--- src/rtl/eos_pkg.sv ---
// package: register map, field layout and reset values for the termination block
package eos_pkg;
  localparam int          NUM_UNITS     = 4;
  localparam int          UNIT_W        = 2;
  // register byte offsets
  localparam logic [11:0] OFF_CTRL      = 12'h000;
  localparam logic [11:0] OFF_TERM      = 12'h004;
  localparam logic [11:0] OFF_EOT       = 12'h008;
  localparam logic [11:0] OFF_PREV      = 12'h00C;
  localparam logic [11:0] OFF_XFER      = 12'h010;
  localparam logic [11:0] OFF_COUNT     = 12'h014;
  localparam logic [11:0] OFF_STATUS    = 12'h018;
  localparam logic [11:0] OFF_MASK      = 12'h01C;
  localparam logic [11:0] OFF_INIT      = 12'h020;
  localparam logic [11:0] OFF_DEFTERM   = 12'h024;
  localparam logic [11:0] OFF_DEFEOT    = 12'h028;
  // termination setting layout: low byte char, high byte methods
  localparam int          TERM_CHAR_LSB = 0;
  localparam int          BIT_RD_EOS    = 10;
  localparam int          BIT_WR_EOS    = 11;
  localparam int          BIT_CMP8      = 12;
  // control register fields
  localparam int          CTRL_BOARD    = 2;
  localparam int          CTRL_UNIT_LSB = 0;
  // transfer control fields
  localparam int          XFER_START    = 0;
  localparam int          XFER_WRITE    = 1;
  localparam int          XFER_BYTE_LSB = 8;
  localparam int          XFER_LEN_LSB  = 16;
  // status bits
  localparam int          ST_END        = 0;
  localparam int          ST_CMPL       = 1;
  localparam int          ST_BYTE       = 2;
  localparam int          ST_W          = 3;
  // reset values
  localparam logic [15:0] TERM_RESET    = 16'h0000;
  localparam logic        EOT_RESET     = 1'b1;
  localparam logic [15:0] COUNT_RESET   = 16'h0000;
  localparam logic [31:0] RDATA_UNMAP   = 32'h0000_0000;
endpackage : eos_pkg

--- src/rtl/eos_match.sv ---
// module: compares a data byte with the configured end-of-string character
`timescale 1ns/100ps
module eos_match (
  input  wire logic       enable,
  input  wire logic       cmp8,
  input  wire logic [7:0] data,
  input  wire logic [7:0] eos_char,
  output logic            hit
);
  always_comb begin
    if (cmp8) begin
      hit = enable && (data == eos_char);
    end else begin
      hit = enable && (data[6:0] == eos_char[6:0]);
    end
  end
endmodule : eos_match

--- src/rtl/eos_setting_bank.sv ---
// module: per-unit and board termination settings with defaults restore
`timescale 1ns/100ps
module eos_setting_bank
  import eos_pkg::*;
(
  input  wire logic                  clk,
  input  wire logic                  rst_n,
  input  wire logic                  wr_term,
  input  wire logic                  wr_eot,
  input  wire logic                  init,
  input  wire logic                  sel_board,
  input  wire logic [UNIT_W-1:0]     sel_unit,
  input  wire logic [15:0]           wdata,
  input  wire logic [15:0]           def_term,
  input  wire logic                  def_eot,
  output logic      [15:0]           term,
  output logic                       eot
);
  logic [15:0] term_r [NUM_UNITS+1];
  logic [15:0] term_nxt [NUM_UNITS+1];
  logic        eot_r [NUM_UNITS+1];
  logic        eot_nxt [NUM_UNITS+1];
  logic [UNIT_W:0] idx;

  // board copy sits at the last index
  assign idx = sel_board ? (UNIT_W+1)'(NUM_UNITS) : {1'b0, sel_unit};
  assign term = term_r[idx];
  assign eot  = eot_r[idx];

  genvar g;
  generate
    for (g = 0; g <= NUM_UNITS; g++) begin : g_copy
      always_comb begin
        term_nxt[g] = term_r[g];
        eot_nxt[g]  = eot_r[g];
        if (init && idx == (UNIT_W+1)'(g)) begin
          term_nxt[g] = def_term;
          eot_nxt[g]  = def_eot;
        end else begin
          if (wr_term && idx == (UNIT_W+1)'(g)) term_nxt[g] = wdata;
          if (wr_eot && idx == (UNIT_W+1)'(g)) eot_nxt[g] = wdata[0];
        end
      end
      always_ff @(posedge clk or negedge rst_n) begin
        if (!rst_n) begin
          term_r[g] <= TERM_RESET;
          eot_r[g]  <= EOT_RESET;
        end else begin
          term_r[g] <= term_nxt[g];
          eot_r[g]  <= eot_nxt[g];
        end
      end
    end
  endgenerate
endmodule : eos_setting_bank

--- src/rtl/eos_term_top.sv ---
// module: APB-controlled end-of-string and END termination for a data byte stream
//
// Functional notes
// - read ends on 7-bit character match
// - full-width option compares all eight bits
// - write asserts END on 7-bit character match
// - full-width option applies to write match
// - character low byte, method bits high byte
// - terminator never inserted into sent data
// - end-on-last-byte marks every final write byte
// - END shown on EOI during byte handshake
// - setting kept until rewritten or reinitialised
// - accepted setting returns previous value
// - separate settings per unit and board
// - match end sets END, reports count
`timescale 1ns/100ps
module eos_term_top
  import eos_pkg::*;
(
  input  wire logic        SYS_CLK,
  input  wire logic        RESET_N,
  input  wire logic        PSEL,
  input  wire logic        PENABLE,
  input  wire logic        PWRITE,
  input  wire logic [11:0] PADDR,
  input  wire logic [31:0] PWDATA,
  output logic      [31:0] PRDATA,
  output logic             PREADY,
  output logic             PSLVERR,
  input  wire logic        RX_VALID,
  input  wire logic [7:0]  RX_DATA,
  input  wire logic        RX_EOI,
  output logic             RX_READY,
  output logic             TX_VALID,
  output logic [7:0]       TX_DATA,
  output logic             TX_EOI,
  input  wire logic        TX_ACK,
  output logic             IRQ
);
  import eos_pkg::*;

  // one-hot, so each state is a single flop; state tests still compare all three bits
  typedef enum logic [2:0] {
    ST_IDLE = 3'b001,
    ST_RD   = 3'b010,
    ST_WR   = 3'b100
  } xfer_e;

  xfer_e       state_r, state_nxt;
  logic [2:0]  ctrl_r, ctrl_nxt;
  logic [15:0] prev_r, prev_nxt;
  logic [15:0] count_r, count_nxt;
  logic [15:0] len_r, len_nxt;
  logic [15:0] def_term_r, def_term_nxt;
  logic        def_eot_r, def_eot_nxt;
  logic [ST_W-1:0] status_r, status_nxt;
  logic [ST_W-1:0] mask_r, mask_nxt;
  logic [31:0] prdata_r, prdata_nxt;
  logic        pready_r, pready_nxt;
  logic        pslverr_r, pslverr_nxt;
  logic        rx_ready_r, rx_ready_nxt;
  logic        tx_valid_r, tx_valid_nxt;
  logic [7:0]  tx_data_r, tx_data_nxt;
  logic        tx_eoi_r, tx_eoi_nxt;
  logic        irq_r, irq_nxt;
  logic [7:0]  wbyte_r, wbyte_nxt;
  logic        wbyte_full_r, wbyte_full_nxt;

  // pins from outside the clock domain: two flip-flops before use
  // the peer holds data and EOI with valid, so the byte lands whole after two stages
  logic        rxv_s1, rxv_s2, rxe_s1, rxe_s2, ack_s1, ack_s2;
  logic [7:0]  rxd_s1, rxd_s2;

  logic        apb_acc, apb_wr, apb_rd;
  logic        wr_term, wr_eot, init_unit;
  logic [15:0] term;
  logic        eot;
  logic        rx_hit, tx_hit;
  logic        rx_take, tx_done;
  logic [ST_W-1:0] ev;
  logic        xfer_wr, byte_wr;
  logic        last_byte, rd_stop;
  logic        eoi_by_char, eoi_by_last;
  logic        wr_addr_ok;

  always_ff @(posedge SYS_CLK or negedge RESET_N) begin
    if (!RESET_N) begin
      rxv_s1 <= 1'b0;
      rxv_s2 <= 1'b0;
      rxe_s1 <= 1'b0;
      rxe_s2 <= 1'b0;
      ack_s1 <= 1'b0;
      ack_s2 <= 1'b0;
      rxd_s1 <= 8'h00;
      rxd_s2 <= 8'h00;
    end else begin
      rxv_s1 <= RX_VALID;
      rxv_s2 <= rxv_s1;
      rxe_s1 <= RX_EOI;
      rxe_s2 <= rxe_s1;
      ack_s1 <= TX_ACK;
      ack_s2 <= ack_s1;
      rxd_s1 <= RX_DATA;
      rxd_s2 <= rxd_s1;
    end
  end

  // one-wait slave: registered PREADY answers in the cycle after the first access cycle
  assign apb_acc   = PSEL && PENABLE && !pready_r;
  assign apb_wr    = apb_acc && PWRITE;
  assign apb_rd    = apb_acc && !PWRITE;
  // term, EOT and init writes are ignored while a transfer runs; a CTRL write can still switch the copy in use
  assign wr_term   = apb_wr && PADDR == OFF_TERM && state_r == ST_IDLE;
  assign wr_eot    = apb_wr && PADDR == OFF_EOT && state_r == ST_IDLE;
  assign init_unit = apb_wr && PADDR == OFF_INIT && PWDATA[0] && state_r == ST_IDLE;

  // one bank holds every unit copy and the board copy
  eos_setting_bank u_bank (
    .clk       (SYS_CLK),
    .rst_n     (RESET_N),
    .wr_term   (wr_term),
    .wr_eot    (wr_eot),
    .init      (init_unit),
    .sel_board (ctrl_r[CTRL_BOARD]),
    .sel_unit  (ctrl_r[CTRL_UNIT_LSB +: UNIT_W]),
    .wdata     (PWDATA[15:0]),
    .def_term  (def_term_r),
    .def_eot   (def_eot_r),
    .term      (term),
    .eot       (eot)
  );

  // rx match sees the synchronised byte in the cycle it is taken
  eos_match u_rx_match (
    .enable   (term[BIT_RD_EOS]),
    .cmp8     (term[BIT_CMP8]),
    .data     (rxd_s2),
    .eos_char (term[TERM_CHAR_LSB +: 8]),
    .hit      (rx_hit)
  );

  // tx match looks at the queued byte, so EOI is known before the offer
  eos_match u_tx_match (
    .enable   (term[BIT_WR_EOS]),
    .cmp8     (term[BIT_CMP8]),
    .data     (wbyte_r),
    .eos_char (term[TERM_CHAR_LSB +: 8]),
    .hit      (tx_hit)
  );

  assign rx_take = state_r == ST_RD && rx_ready_r && rxv_s2;
  assign tx_done = state_r == ST_WR && tx_valid_r && ack_s2;

  // a start write may carry the first byte; later ones come with start low
  assign xfer_wr     = apb_wr && PADDR == OFF_XFER;
  assign byte_wr     = xfer_wr && PWDATA[XFER_WRITE] && !wbyte_full_r;
  // count_r counts finished bytes, so this marks the byte now in flight
  assign last_byte   = count_r + 16'h0001 == len_r;
  // talker EOI ends a read just as a terminator match does
  assign rd_stop     = rx_hit || rxe_s2;
  // the two END causes are kept apart so each can be traced alone
  assign eoi_by_char = tx_hit;
  assign eoi_by_last = eot && last_byte;
  // previous value and count are read-only; writes there are refused
  assign wr_addr_ok  = PADDR inside {OFF_CTRL, OFF_TERM, OFF_EOT, OFF_XFER, OFF_STATUS,
                                     OFF_MASK, OFF_INIT, OFF_DEFTERM, OFF_DEFEOT};

  always_comb begin
    state_nxt      = state_r;
    count_nxt      = count_r;
    len_nxt        = len_r;
    rx_ready_nxt   = rx_ready_r;
    tx_valid_nxt   = tx_valid_r;
    tx_data_nxt    = tx_data_r;
    tx_eoi_nxt     = tx_eoi_r;
    wbyte_nxt      = wbyte_r;
    wbyte_full_nxt = wbyte_full_r;
    // events are one-cycle pulses that feed the sticky status bits
    ev             = '0;
    if (byte_wr) begin
      // write data byte queued here; only host bytes are sent
      wbyte_nxt      = PWDATA[XFER_BYTE_LSB +: 8];
      wbyte_full_nxt = 1'b1;
    end
    case (state_r)
      ST_IDLE: begin
        if (xfer_wr && PWDATA[XFER_START]) begin
          count_nxt = COUNT_RESET;
          len_nxt   = PWDATA[XFER_LEN_LSB +: 16];
          if (PWDATA[XFER_WRITE]) begin
            state_nxt = ST_WR;
          end else begin
            state_nxt    = ST_RD;
            rx_ready_nxt = 1'b1;
          end
        end
      end
      ST_RD: begin
        if (rx_take) begin
          count_nxt = count_r + 16'h0001;
          // a full-length read reports CMPL only; END needs a terminator or EOI
          if (rd_stop || last_byte) begin
            state_nxt    = ST_IDLE;
            rx_ready_nxt = 1'b0;
            ev[ST_CMPL]  = 1'b1;
            ev[ST_END]   = rd_stop;
          end
        end
      end
      ST_WR: begin
        if (tx_done) begin
          tx_valid_nxt = 1'b0;
          tx_eoi_nxt   = 1'b0;
          count_nxt    = count_r + 16'h0001;
          ev[ST_BYTE]  = 1'b1;
          if (last_byte) begin
            state_nxt   = ST_IDLE;
            ev[ST_CMPL] = 1'b1;
          end
        end else if (!tx_valid_r && wbyte_full_r) begin
          // offer only with nothing in flight, so a byte never overtakes its ack
          tx_valid_nxt   = 1'b1;
          tx_data_nxt    = wbyte_r;
          wbyte_full_nxt = 1'b0;
          // EOI travels with the byte for its whole handshake
          tx_eoi_nxt     = eoi_by_char || eoi_by_last;
        end
      end
      default: begin
        state_nxt = ST_IDLE;
      end
    endcase
  end

  always_comb begin
    ctrl_nxt     = ctrl_r;
    prev_nxt     = prev_r;
    def_term_nxt = def_term_r;
    def_eot_nxt  = def_eot_r;
    mask_nxt     = mask_r;
    // set wins over write-one-to-clear
    status_nxt   = status_r;
    if (apb_wr && PADDR == OFF_STATUS) status_nxt = status_r & ~PWDATA[ST_W-1:0];
    status_nxt   = status_nxt | ev;
    if (apb_wr) begin
      case (PADDR)
        OFF_CTRL:    ctrl_nxt     = PWDATA[2:0];
        OFF_MASK:    mask_nxt     = PWDATA[ST_W-1:0];
        OFF_DEFTERM: def_term_nxt = PWDATA[15:0];
        OFF_DEFEOT:  def_eot_nxt  = PWDATA[0];
        default:     ctrl_nxt     = ctrl_r;
      endcase
    end
    // the old copy is still on term in the cycle that the write lands
    if (wr_term) prev_nxt = term;
    if (wr_eot) prev_nxt = {15'h0000, eot};
    // irq follows the next status, so a clear drops it as soon as it lands
    irq_nxt     = |(status_nxt & mask_nxt);
    pready_nxt  = apb_acc;
    pslverr_nxt = 1'b0;
    // read data stands only with pready; other cycles show the unmapped value
    prdata_nxt  = RDATA_UNMAP;
    if (apb_rd) begin
      case (PADDR)
        OFF_CTRL:    prdata_nxt = {29'h0, ctrl_r};
        OFF_TERM:    prdata_nxt = {16'h0000, term};
        OFF_EOT:     prdata_nxt = {31'h0, eot};
        OFF_PREV:    prdata_nxt = {16'h0000, prev_r};
        OFF_XFER:    prdata_nxt = {len_r, 13'h0, state_r};
        OFF_COUNT:   prdata_nxt = {16'h0000, count_r};
        OFF_STATUS:  prdata_nxt = {29'h0, status_r};
        OFF_MASK:    prdata_nxt = {29'h0, mask_r};
        OFF_DEFTERM: prdata_nxt = {16'h0000, def_term_r};
        OFF_DEFEOT:  prdata_nxt = {31'h0, def_eot_r};
        default:     pslverr_nxt = 1'b1;
      endcase
    end else if (apb_wr) begin
      pslverr_nxt = !wr_addr_ok;
    end
  end

  // transfer group
  always_ff @(posedge SYS_CLK or negedge RESET_N) begin
    if (!RESET_N) begin
      state_r      <= ST_IDLE;
      count_r      <= COUNT_RESET;
      len_r        <= 16'h0000;
      rx_ready_r   <= 1'b0;
      tx_valid_r   <= 1'b0;
      tx_data_r    <= 8'h00;
      tx_eoi_r     <= 1'b0;
      wbyte_r      <= 8'h00;
      wbyte_full_r <= 1'b0;
    end else begin
      state_r      <= state_nxt;
      count_r      <= count_nxt;
      len_r        <= len_nxt;
      rx_ready_r   <= rx_ready_nxt;
      tx_valid_r   <= tx_valid_nxt;
      tx_data_r    <= tx_data_nxt;
      tx_eoi_r     <= tx_eoi_nxt;
      wbyte_r      <= wbyte_nxt;
      wbyte_full_r <= wbyte_full_nxt;
    end
  end

  // register group
  always_ff @(posedge SYS_CLK or negedge RESET_N) begin
    if (!RESET_N) begin
      ctrl_r       <= 3'h0;
      prev_r       <= 16'h0000;
      def_term_r   <= TERM_RESET;
      def_eot_r    <= EOT_RESET;
      status_r     <= '0;
      mask_r       <= '0;
      prdata_r     <= 32'h0000_0000;
      pready_r     <= 1'b0;
      pslverr_r    <= 1'b0;
      irq_r        <= 1'b0;
    end else begin
      ctrl_r       <= ctrl_nxt;
      prev_r       <= prev_nxt;
      def_term_r   <= def_term_nxt;
      def_eot_r    <= def_eot_nxt;
      status_r     <= status_nxt;
      mask_r       <= mask_nxt;
      prdata_r     <= prdata_nxt;
      pready_r     <= pready_nxt;
      pslverr_r    <= pslverr_nxt;
      irq_r        <= irq_nxt;
    end
  end

  // every output is a register; no port is fed from logic
  assign PRDATA   = prdata_r;
  assign PREADY   = pready_r;
  assign PSLVERR  = pslverr_r;
  assign RX_READY = rx_ready_r;
  assign TX_VALID = tx_valid_r;
  assign TX_DATA  = tx_data_r;
  assign TX_EOI   = tx_eoi_r;
  assign IRQ      = irq_r;
endmodule : eos_term_top

--- config.mk ---
export PLATFORM = sky130hd
export DESIGN_NAME = eos_term_top
export DESIGN_NICKNAME = d
export VERILOG_FILES = /design/src/rtl/eos_pkg.sv /design/src/rtl/eos_match.sv /design/src/rtl/eos_setting_bank.sv /design/src/rtl/eos_term_top.sv
export SDC_FILE = /design/constraint.sdc
export NUM_CORES = 1
export LEC_CHECK = 0
export BUFFER_PORTS_ARGS = -buffer_cell sky130_fd_sc_hd__clkbuf_2
export CORE_ASPECT_RATIO = 1.25
export CORE_MARGIN = 4
export CORE_UTILIZATION = 60
export CTS_CLUSTER_SIZE = 14
export DETAILED_ROUTE_END_ITERATION = 8
export PLACE_DENSITY = 0.89
export SLEW_MARGIN = 20
export SYNTH_ARGS = -nofsm -noshare
export SYNTH_HDL_FRONTEND = slang
export SYNTH_SLANG_ARGS = --single-unit
--- constraint.sdc ---
create_clock -name SYS_CLK -period 4.55 [get_ports SYS_CLK]
set_clock_uncertainty 0.1 [all_clocks]
set_input_delay 0.6825 -clock SYS_CLK [delete_from_list [all_inputs] [get_ports SYS_CLK]]
set_output_delay 0.6825 -clock SYS_CLK [all_outputs]
set_load 0.1 [all_outputs]
==> results of run 1 <==
## sequential cells by signal, indices dropped and copies added (netlist names), 3 cells and up
signal and cells:
wbyte_r 8, len_r 16, prev_r 16, TX_DATA 8, rxd_s2 8, status_r 3
u_bank.eot_r 5, mask_r 3, PRDATA 32, rxd_s1 8, state_r 3, u_bank.term_r 80
ctrl_r 3, def_term_r 16, count_r 16
## Yosys cell counts, types with 5 or more instances
| library cell | count |
|---|---|
| inv_1 | 9 |
| nand3_1 | 23 |
| clkbuf_1 | 32 |
| dfrtp_1 | 232 |
| nor2b_1 | 12 |
| a21oi_1 | 65 |
| xor2_1 | 12 |
| and2_1 | 20 |
| o22a_1 | 38 |
| mux2i_1 | 30 |
| mux4_2 | 13 |
| a31oi_1 | 14 |
| nand4_1 | 5 |
| o31ai_1 | 10 |
| nand2_1 | 103 |
| o22ai_1 | 10 |
| nor3_1 | 17 |
| mux2_2 | 50 |
| xnor2_1 | 25 |
| buf_2 | 21 |
| a222oi_1 | 13 |
| dfstp_2 | 7 |
| nor2_1 | 92 |
| o21ai_0 | 37 |
| nand2b_1 | 11 |
| nor4_1 | 6 |
| a32o_1 | 9 |
## logic make-up (layout without fill, tap and decap cells)
family                     Yosys count  in the layout  share of synthesized area
and+or+nand+nor                    328            328                      0.145
buffers and inverters               72            181                     0.0303
DFF                                239            239                      0.537
muxes                               96             96                      0.108
adders and majority gates            1              1                    0.00112
AOI/OAI and AO/OA                  239            239                      0.150
xor gates and xnor gates            37             37                     0.0290
## metal layers
layer,vias to the layer above,track usage
met2,534,0.469
met1,4393,0.360
met5,-,0
met4,0,0.129
li1,3855,-
met3,113,0.0562
## placed cells by master (no fill, tap or decap), drive strengths merged, types with 4 or more instances in the layout
cell type and count:
buf 23, or3 5, dfrtp 232, o21ai 40
nand2 104, a22oi 5, a221oi 4, a21oi 69
mux4 13, xnor2 25, inv 10, o31ai 11
a222oi 13, nand2b 11, o21a 4, clkinv 7
nor2b 12, dfstp 7, nor2 96, nand4 6
nand3 24, mux2i 32, nor3 19, o22ai 10
o22a 38, and2 21, mux2 51, and3 4
nor4 11, clkbuf 141, a31oi 15, xor2 12
or2 4, a32o 9
## power by group
group | switching, W | internal (W) | total [W] | leakage (nW)
logic | 0.0000984 | 0.0000390 | 0.000137 | 2.36
registers | 0.00000867 | 0.00214 | 0.00215 | 3.17
clock network | 0.000832 | 0.00109 | 0.00192 | 0.384
total | 0.000939 | 0.00327 | 0.00420 | 5.92
## final cells by class
class | instances | share of cell area
Clock buffer | 37 | 0.0569
Clock inverter | 7 | 0.00366
Inverter | 10 | 0.00297
Multi-Input combinational cell | 701 | 0.384
Sequential cell | 239 | 0.474
Tap cell | 228 | 0.0226
Timing Repair Buffer | 127 | 0.0564
## how the worst max path moves through the flow
stage	from	to	depth (start not counted)
after floorplan	PREADY$_DFF_PN0_	u_bank.term_r[58]$_DFFE_PN0P_	9
after global placement	ctrl_r[0]$_DFFE_PN0P_	IRQ$_DFF_PN0_	8
after detailed placement	ctrl_r[0]$_DFFE_PN0P_	IRQ$_DFF_PN0_	8
after CTS	ctrl_r[0]$_DFFE_PN0P_	IRQ$_DFF_PN0_	8
after global routing	ctrl_r[0]$_DFFE_PN0P_	IRQ$_DFF_PN0_	8
final	ctrl_r[0]$_DFFE_PN0P_	IRQ$_DFF_PN0_	8
## through the flow
stage | hold slack (ns) | utilization | power, W
floorplan | 0.231 | - | 0.00223
global placement | 0.233 | 0.653 | 0.00232
detailed placement | 0.235 | 0.653 | 0.00232
CTS | 0.144 | 0.695 | 0.00421
global route | 0.144 | 0.696 | 0.00433
finish | 0.134 | 0.696 | 0.00420
## worst max-delay path, stage by stage (launching register included)
cell	delay, ns
dfrtp_1	0.95
mux4_2	0.62
mux2i_2	0.42
xnor2_1	0.22
nor3_1	0.11
a31oi_2	0.25
nor2_2	0.09
or3_4	0.38
a221o_1	0.38
==> metrics.md, run 1 <==
| Metric | Value |
|---|---|
| Minimum clock period | `3.65 ns` |
| Cell Rows | `55` |
| Final slew viol count | `0` |
| First-pass GRT wire length | `47.6 mm` |
| TritonCTS Buffers | `24` |
| Yosys top cell by area | `dfrtp_1` |
| Distinct cells, synth | `81` |
| Fin area | `12600 sq um` |
| Multi-input logic area | `~4800 sq um` |
| Worst path required time | `around 4.8 ns` |
| First-pass iteration count of the detailed router | `9` |
| Power per cell area | `333 nW/um^2` |
| Area Overhead vs Synth | `13.3%` |
| Top cell type's share of synthesized area | `0.520` |
| RR Startpoint | `ctrl_r[0]$_DFFE_PN0P_` |
| Worst hold path class | `in2async` |
| Post-CTS setup buffer count | `0` |
| Filler cells | `1280` |
| Peak supply drop | `a little under 0.3 mV` |
| Avg WL per Cell | `21.8 um` |
| Vias per cell | `about 6.6` |
| Post-DP HPWL | `slightly above 20 mm` |
| Top Metal Used | `met4` |
| Synth area leaders | `dfrtp_1 52%, mux2_2 5.0%, nand2_1 3.5%` |
| Iter 0 DRT Violations | `approximately 1200` |
| Ys flop type | `dfrtp_1` |
| Total GRT Usage | `0.284` |
| Port buffer count | `105` |
| Hold buffer count at CTS | `0` |
| Worst reg-to-reg path cell count | `8` |
| Avg Cell Area, Syn | `11.0 sq um` |
| Slew @ Worst Pin | `1.00 ns` |
| Die area | `between 20000 and 25000 sq um` |
| Max-Cap Viols | `0` |
| Post-DP Area | `11900 sq um` |
| Remaining routing DRC violations | `1` |
| Seq/Total Area, Yosys | `0.537` |
| Arrival time at the worst endpoint | `between 3 and 4 ns` |
| Worst flop-to-flop path endpoint | `IRQ$_DFF_PN0_` |
| Endpoints failing hold | `0` |
| Crit path launch type | `flip-flop` |
| Post_cts resized | `0` |
| LEAKAGE | `just under 6 nW` |
| Status | `finished, violations left` |
| Post-Route WL | `between 20 and 30 mm` |
| I/O Pins | `about 110` |
| Clock Latency Late Sink | `roughly 0.54 ns` |
| ANT cells | `0` |
| CTS HTree Levels | `1` |
| Post-route met1 wirelength | `around 11 mm` |
| Share of layout cells above drive strength 1 | `0.239` |
| Starting Density | `0.614` |
| Synthesized area | `between 10000 and 15000 sq um` |
| Core ar. | `roughly 18000 sq um` |
| Largest net degree at the start of global routing | `about 130` |
| Total gr overflow | `0` |
| Slew Limit Headroom | `0.331` |
| Sinks on Clock Net | `around 240` |
| Sequential cell area | `5990 sq um` |
| Final worst-path cycle share | `0.802` |
| Layout Cells excl Fill | `approximately 1300` |
| RSZ-0062 raised after global routing | `false` |
| Post-route antenna net violation count | `0` |
| Final setup viols | `0` |
| Crit path capture type | `flip-flop` |
| Failing checks | `DRC` |
| Routed wl met2 | `between 10 and 15 mm` |
| Metal3 WL | `approximately 2.4 mm` |
| Synthesized instance count | `between 1000 and 1500` |
| Async SR Flop Fraction | `1.00` |
| Synthesized flop and latch total | `between 200 and 250` |
| Clock-pin slew on the worst setup and hold paths | `roughly 0.060 ns` |
| Syn_nets | `about 1100` |
| Root Driver | `clkbuf_16` |
| Synth warnings | `0` |
| CTS tree | `done` |
| Crit path kind | `reg2reg` |
| Die Y | `between 150 and 200 um` |
| Post-synth EDFFs | `0` |
| Vias in the first global route | `9026` |
| Crit path max fanout | `18` |
| Final setup margin | `around 0.9 ns` |
| Clk buf depth | `3` |
| Routability congestion estimate | `~1` |
| Nets | `between 1000 and 1500` |
| Die width | `about 130 um` |
| Placed insts | `~1300` |
| Setup WS pre-CTS | `just under 1 ns` |
| Initial antenna violation count | `0` |
| Peak Freq | `~270 MHz` |
| Routed vias | `just under 9000` |
| R2R Setup Slk | `between 0.8 and 0.9 ns` |
| TNS Setup | `0 ns` |
Note: power is estimated with default switching activity, not from simulation.
==> inputs of run 2 (changes only) <==
- ABC_AREA: default -> 1
- PLACE_DENSITY: 0.89 -> 0.88
- clock period: 4.55 -> 3.4 ns (I/O delays scaled with it)
==> run 2 against run 1 <==
Cell count up 36%. First-iteration DRC count up 12%. Register-to-register slack worse by 0.42 ns. Clock-buffer cell count shrank 4. Sequential power grew 37%. The flow now finishes without violations. Critical endpoint is now state_r[1]$_DFFE_PN0P_. Critical path type unchanged. Fmax is 25% higher. Non-clock buffer count is 21 higher. Total power up 48%. Flip-flop and latch count unchanged. Synthesized area rose by 4.6%. Utilization increased by 1.8 points.
==> metrics.md, run 2 <==
| Metric | Value |
|---|---|
| Starting Density | `0.617 (+0.00274)` |
| Nets | `1645 (+41%)` |
| Area Overhead vs Synth | `15.6%` |
| Worst reg-to-reg path cell count | `14 (+6)` |
| Peak Freq | `342 MHz (+25%)` |
| Root Driver | `clkbuf_16` |
| Avg Cell Area, Syn | `8.04 sq um (-27%)` |
| Most frequent cells after synthesis | `399 x nand2_1, 232 x dfrtp_1, 177 x inv_1` |
| Synthesized instance count | `1452 (+43%)` |
| Post-CTS setup buffer count | `0 (unchanged)` |
| Ys flop type | `dfrtp_1` |
| Peak supply drop | `0.488 mV (+66%)` |
| Crit path max fanout | `15 (-3)` |
| Synthesized area | `11700 sq um (+4.6%)` |
| Synthesized flop and latch total | `239 (unchanged)` |
| Top reg by flops | `u_bank.term_r` |
| Vias per cell | `6.00 (-9.0%)` |
| Commonest non-fill, non-tap cell in the layout | `nand2_1` |
| First-pass iteration count of the detailed router | `6 (-3)` |
| Synth area leaders | `dfrtp_1 50%, nand2_1 13%, o21ai_0 5.7%` |
| Arrival time at the worst endpoint | `3.23 ns (-0.72 ns)` |
| Final slew viol count | `0 (unchanged)` |
| First-pass GRT wire length | `57.1 mm (+20%)` |
| Minimum clock period | `2.92 ns (-0.727 ns)` |
| Syn_nets | `1513 (+41%)` |
| Port buffer count | `105 (unchanged)` |
| CTS HTree Levels | `1 (unchanged)` |
| Total gr overflow | `0 (unchanged)` |
| Distinct cells, synth | `53 (-35%)` |
| Cell mode on critical path | `nand2_1` |
| Synth warnings | `0 (unchanged)` |
| Largest net degree at the start of global routing | `78 (-40%)` |
| Routability congestion estimate | `1.03 (+4.4%)` |
| Worst hold path class | `in2reg` |
| Slew Limit Headroom | `0.506 (+0.176)` |
| Max reg flops | `80 (unchanged)` |
| Max-Cap Viols | `0 (unchanged)` |
| Crit. Startpoint | `ctrl_r[2]$_DFFE_PN0P_` |
| Die width | `133 um (+2.1%)` |
| Clk buf depth | `3 (unchanged)` |
| Post-route antenna net violation count | `0 (unchanged)` |
| RR Startpoint | `ctrl_r[2]$_DFFE_PN0P_` |
| I/O Pins | `106 (unchanged)` |
| Status | `finished clean` |
| Die area | `21800 sq um (+4.3%)` |
| Hold buffer count at CTS | `12 (+12)` |
| Remaining routing DRC violations | `0 (-1)` |
| Critical-path cell list | `inv_4 -> nand2_2 -> nand2_1 -> nor2_1 -> nor2_1 -> nand2_1 -> o21ai_1 -> nand2_1 -> nand3_1 -> inv_1 -> nand2_1 -> nand4_1 -> nand4_1 -> nand2_1` |
| Async SR Flop Fraction | `1.00 (unchanged)` |
| TritonCTS Buffers | `24 (unchanged)` |
| Top cell type's share of synthesized area | `0.497 (-0.0229)` |
| TNS Setup | `0 ns (unchanged)` |
| Hold wc startpoint | `PWDATA[17]` |
| Cell Rows | `56 (+1.8%)` |
| Final worst-path cycle share | `0.860 (+0.0575)` |
| Crit path launch type | `flip-flop` |
| Avg WL per Cell | `19.5 um (-10%)` |
| Power per cell area | `462 nW/um^2 (+39%)` |
| Sinks on Clock Net | `239 (unchanged)` |
| WHS Path Cells | `3` |
| Post-synth EDFFs | `0 (unchanged)` |
| Initial antenna violation count | `0 (unchanged)` |
| Die Y | `164 um (+2.2%)` |
| CTS tree | `done` |
| Worst path max stage delay | `0.41 ns (-0.54 ns)` |
| RSZ-0062 raised after global routing | `false` |
| Post_cts resized | `0 (unchanged)` |
| Iter 0 DRT Violations | `1297 (+12%)` |
| Clock Latency Late Sink | `0.53 ns (about the same)` |
| R2R Setup Slk | `0.48 ns (-0.42 ns)` |
| Hold Slack | `0.0953 ns (-0.0388 ns)` |
| Post-DP HPWL | `26.1 mm (+26%)` |
| Routed vias | `11000 (+24%)` |
| LEAKAGE | `6.64 nW (+12%)` |
| Core ar. | `18900 sq um (+4.1%)` |
| Count leader, synth | `nand2_1` |
| Total GRT Usage | `0.330 (+0.0463)` |
| Endpoints failing hold | `0 (unchanged)` |
| Crit path kind | `reg2reg` |
| Slew @ Worst Pin | `0.733 ns (-0.271 ns)` |
| Vias in the first global route | `10700 (+18%)` |
| Post-Route WL | `35.8 mm (+22%)` |
| Clock-pin slew on the worst setup and hold paths | `0.07 ns (about the same)` |
| Final setup viols | `0 (unchanged)` |
| Yosys top cell by area | `dfrtp_1` |
| Crit path capture type | `flip-flop` |
| Worst path required time | `3.71 ns (-1.13 ns)` |
| Share of layout cells above drive strength 1 | `0.147 (-0.0924)` |
| Leading cell types in the layout, fill and taps excluded | `399 x nand2_1, 232 x dfrtp_1, 177 x inv_1` |
| Seq/Total Area, Yosys | `0.513 (-0.0236)` |
| Worst path slowest cell | `dfrtp_1` |
| ANT cells | `0 (unchanged)` |
## run 2: cell count changes after synthesis, moves of 18 or more
cell     change
nand2_1    +296
inv_1      +168
o21ai_0     +97
nand3_1     +57
mux2_2      -45
o22ai_1     +44
a21oi_1     -37
o22a_1      -37
mux2i_1     -29
xnor2_1     -24
and2_1      -18
## run 2: logic make-up after synthesis
group                      share of synthesized area
AOI/OAI and AO/OA                              0.153
xor gates and xnor gates                     0.00450
adders and majority gates                    0.00107
buffers and inverters                         0.0790
DFF                                            0.513
muxes                                        0.00568
and+or+nand+nor                                0.243
## run 2: critical path, delay by kind of cell, from the launching register on
family | cells | cell delay (ns)
AO/OA/AOI/OAI | 1 | 0.36
AND/OR/NAND/NOR | 11 | 1.68
buffers and inverters | 2 | 0.25
flip-flops | 1 | 0.41
## run 2: per-layer routing
layer / vias up / routed length (um) / track usage
li1: 5044 / - / -
met1: 5160 / 13200 / 0.411
met2: 642 / 17100 / 0.551
met3: 160 / 3080 / 0.0533
met4: 0 / 2440 / 0.192
met5: - / 0 / 0
## run 2: final timing paths
path / endpoint
hold reg to reg: rxd_s2[5]$_DFF_PN0_
max in group asynchronous: u_bank.term_r[53]$_DFFE_PN0P_
setup reg to reg: state_r[1]$_DFFE_PN0P_
setup / recovery: state_r[1]$_DFFE_PN0P_
hold / removal: len_r[1]$_DFFE_PN0P_
min in group asynchronous: PRDATA[26]$_DFF_PN0_
## run 2: where the power goes
group,total (W),internal [W],switching (W)
clock,0.00272,0.00161,0.00112
sequential,0.00294,0.00289,0.0000497
combinational,0.000575,0.000155,0.000420
total,0.00624,0.00465,0.00159
## run 2: stage by stage
stage                     utilization  instances  setup WS, ns  area (sq um)  power (W)
after floorplan                     -       1452         0.826         11700    0.00333
after global placement          0.664       1778         0.561         12600    0.00354
after detailed placement        0.664       1778         0.557         12600    0.00355
after CTS                       0.713       1834         0.570         13500    0.00625
after global routing            0.713       1834         0.258         13500    0.00644
final                           0.713       1834         0.476         13500    0.00624
## run 2: cell type report
type | count | area, sq um
multi-input combinational | 980 | 4760
fill | 1481 | 5420
timing repair buffer | 148 | 913
inverter | 191 | 722
tap | 232 | 290
sequential | 239 | 5990
clock buffer | 33 | 706
clock inverter | 11 | 114
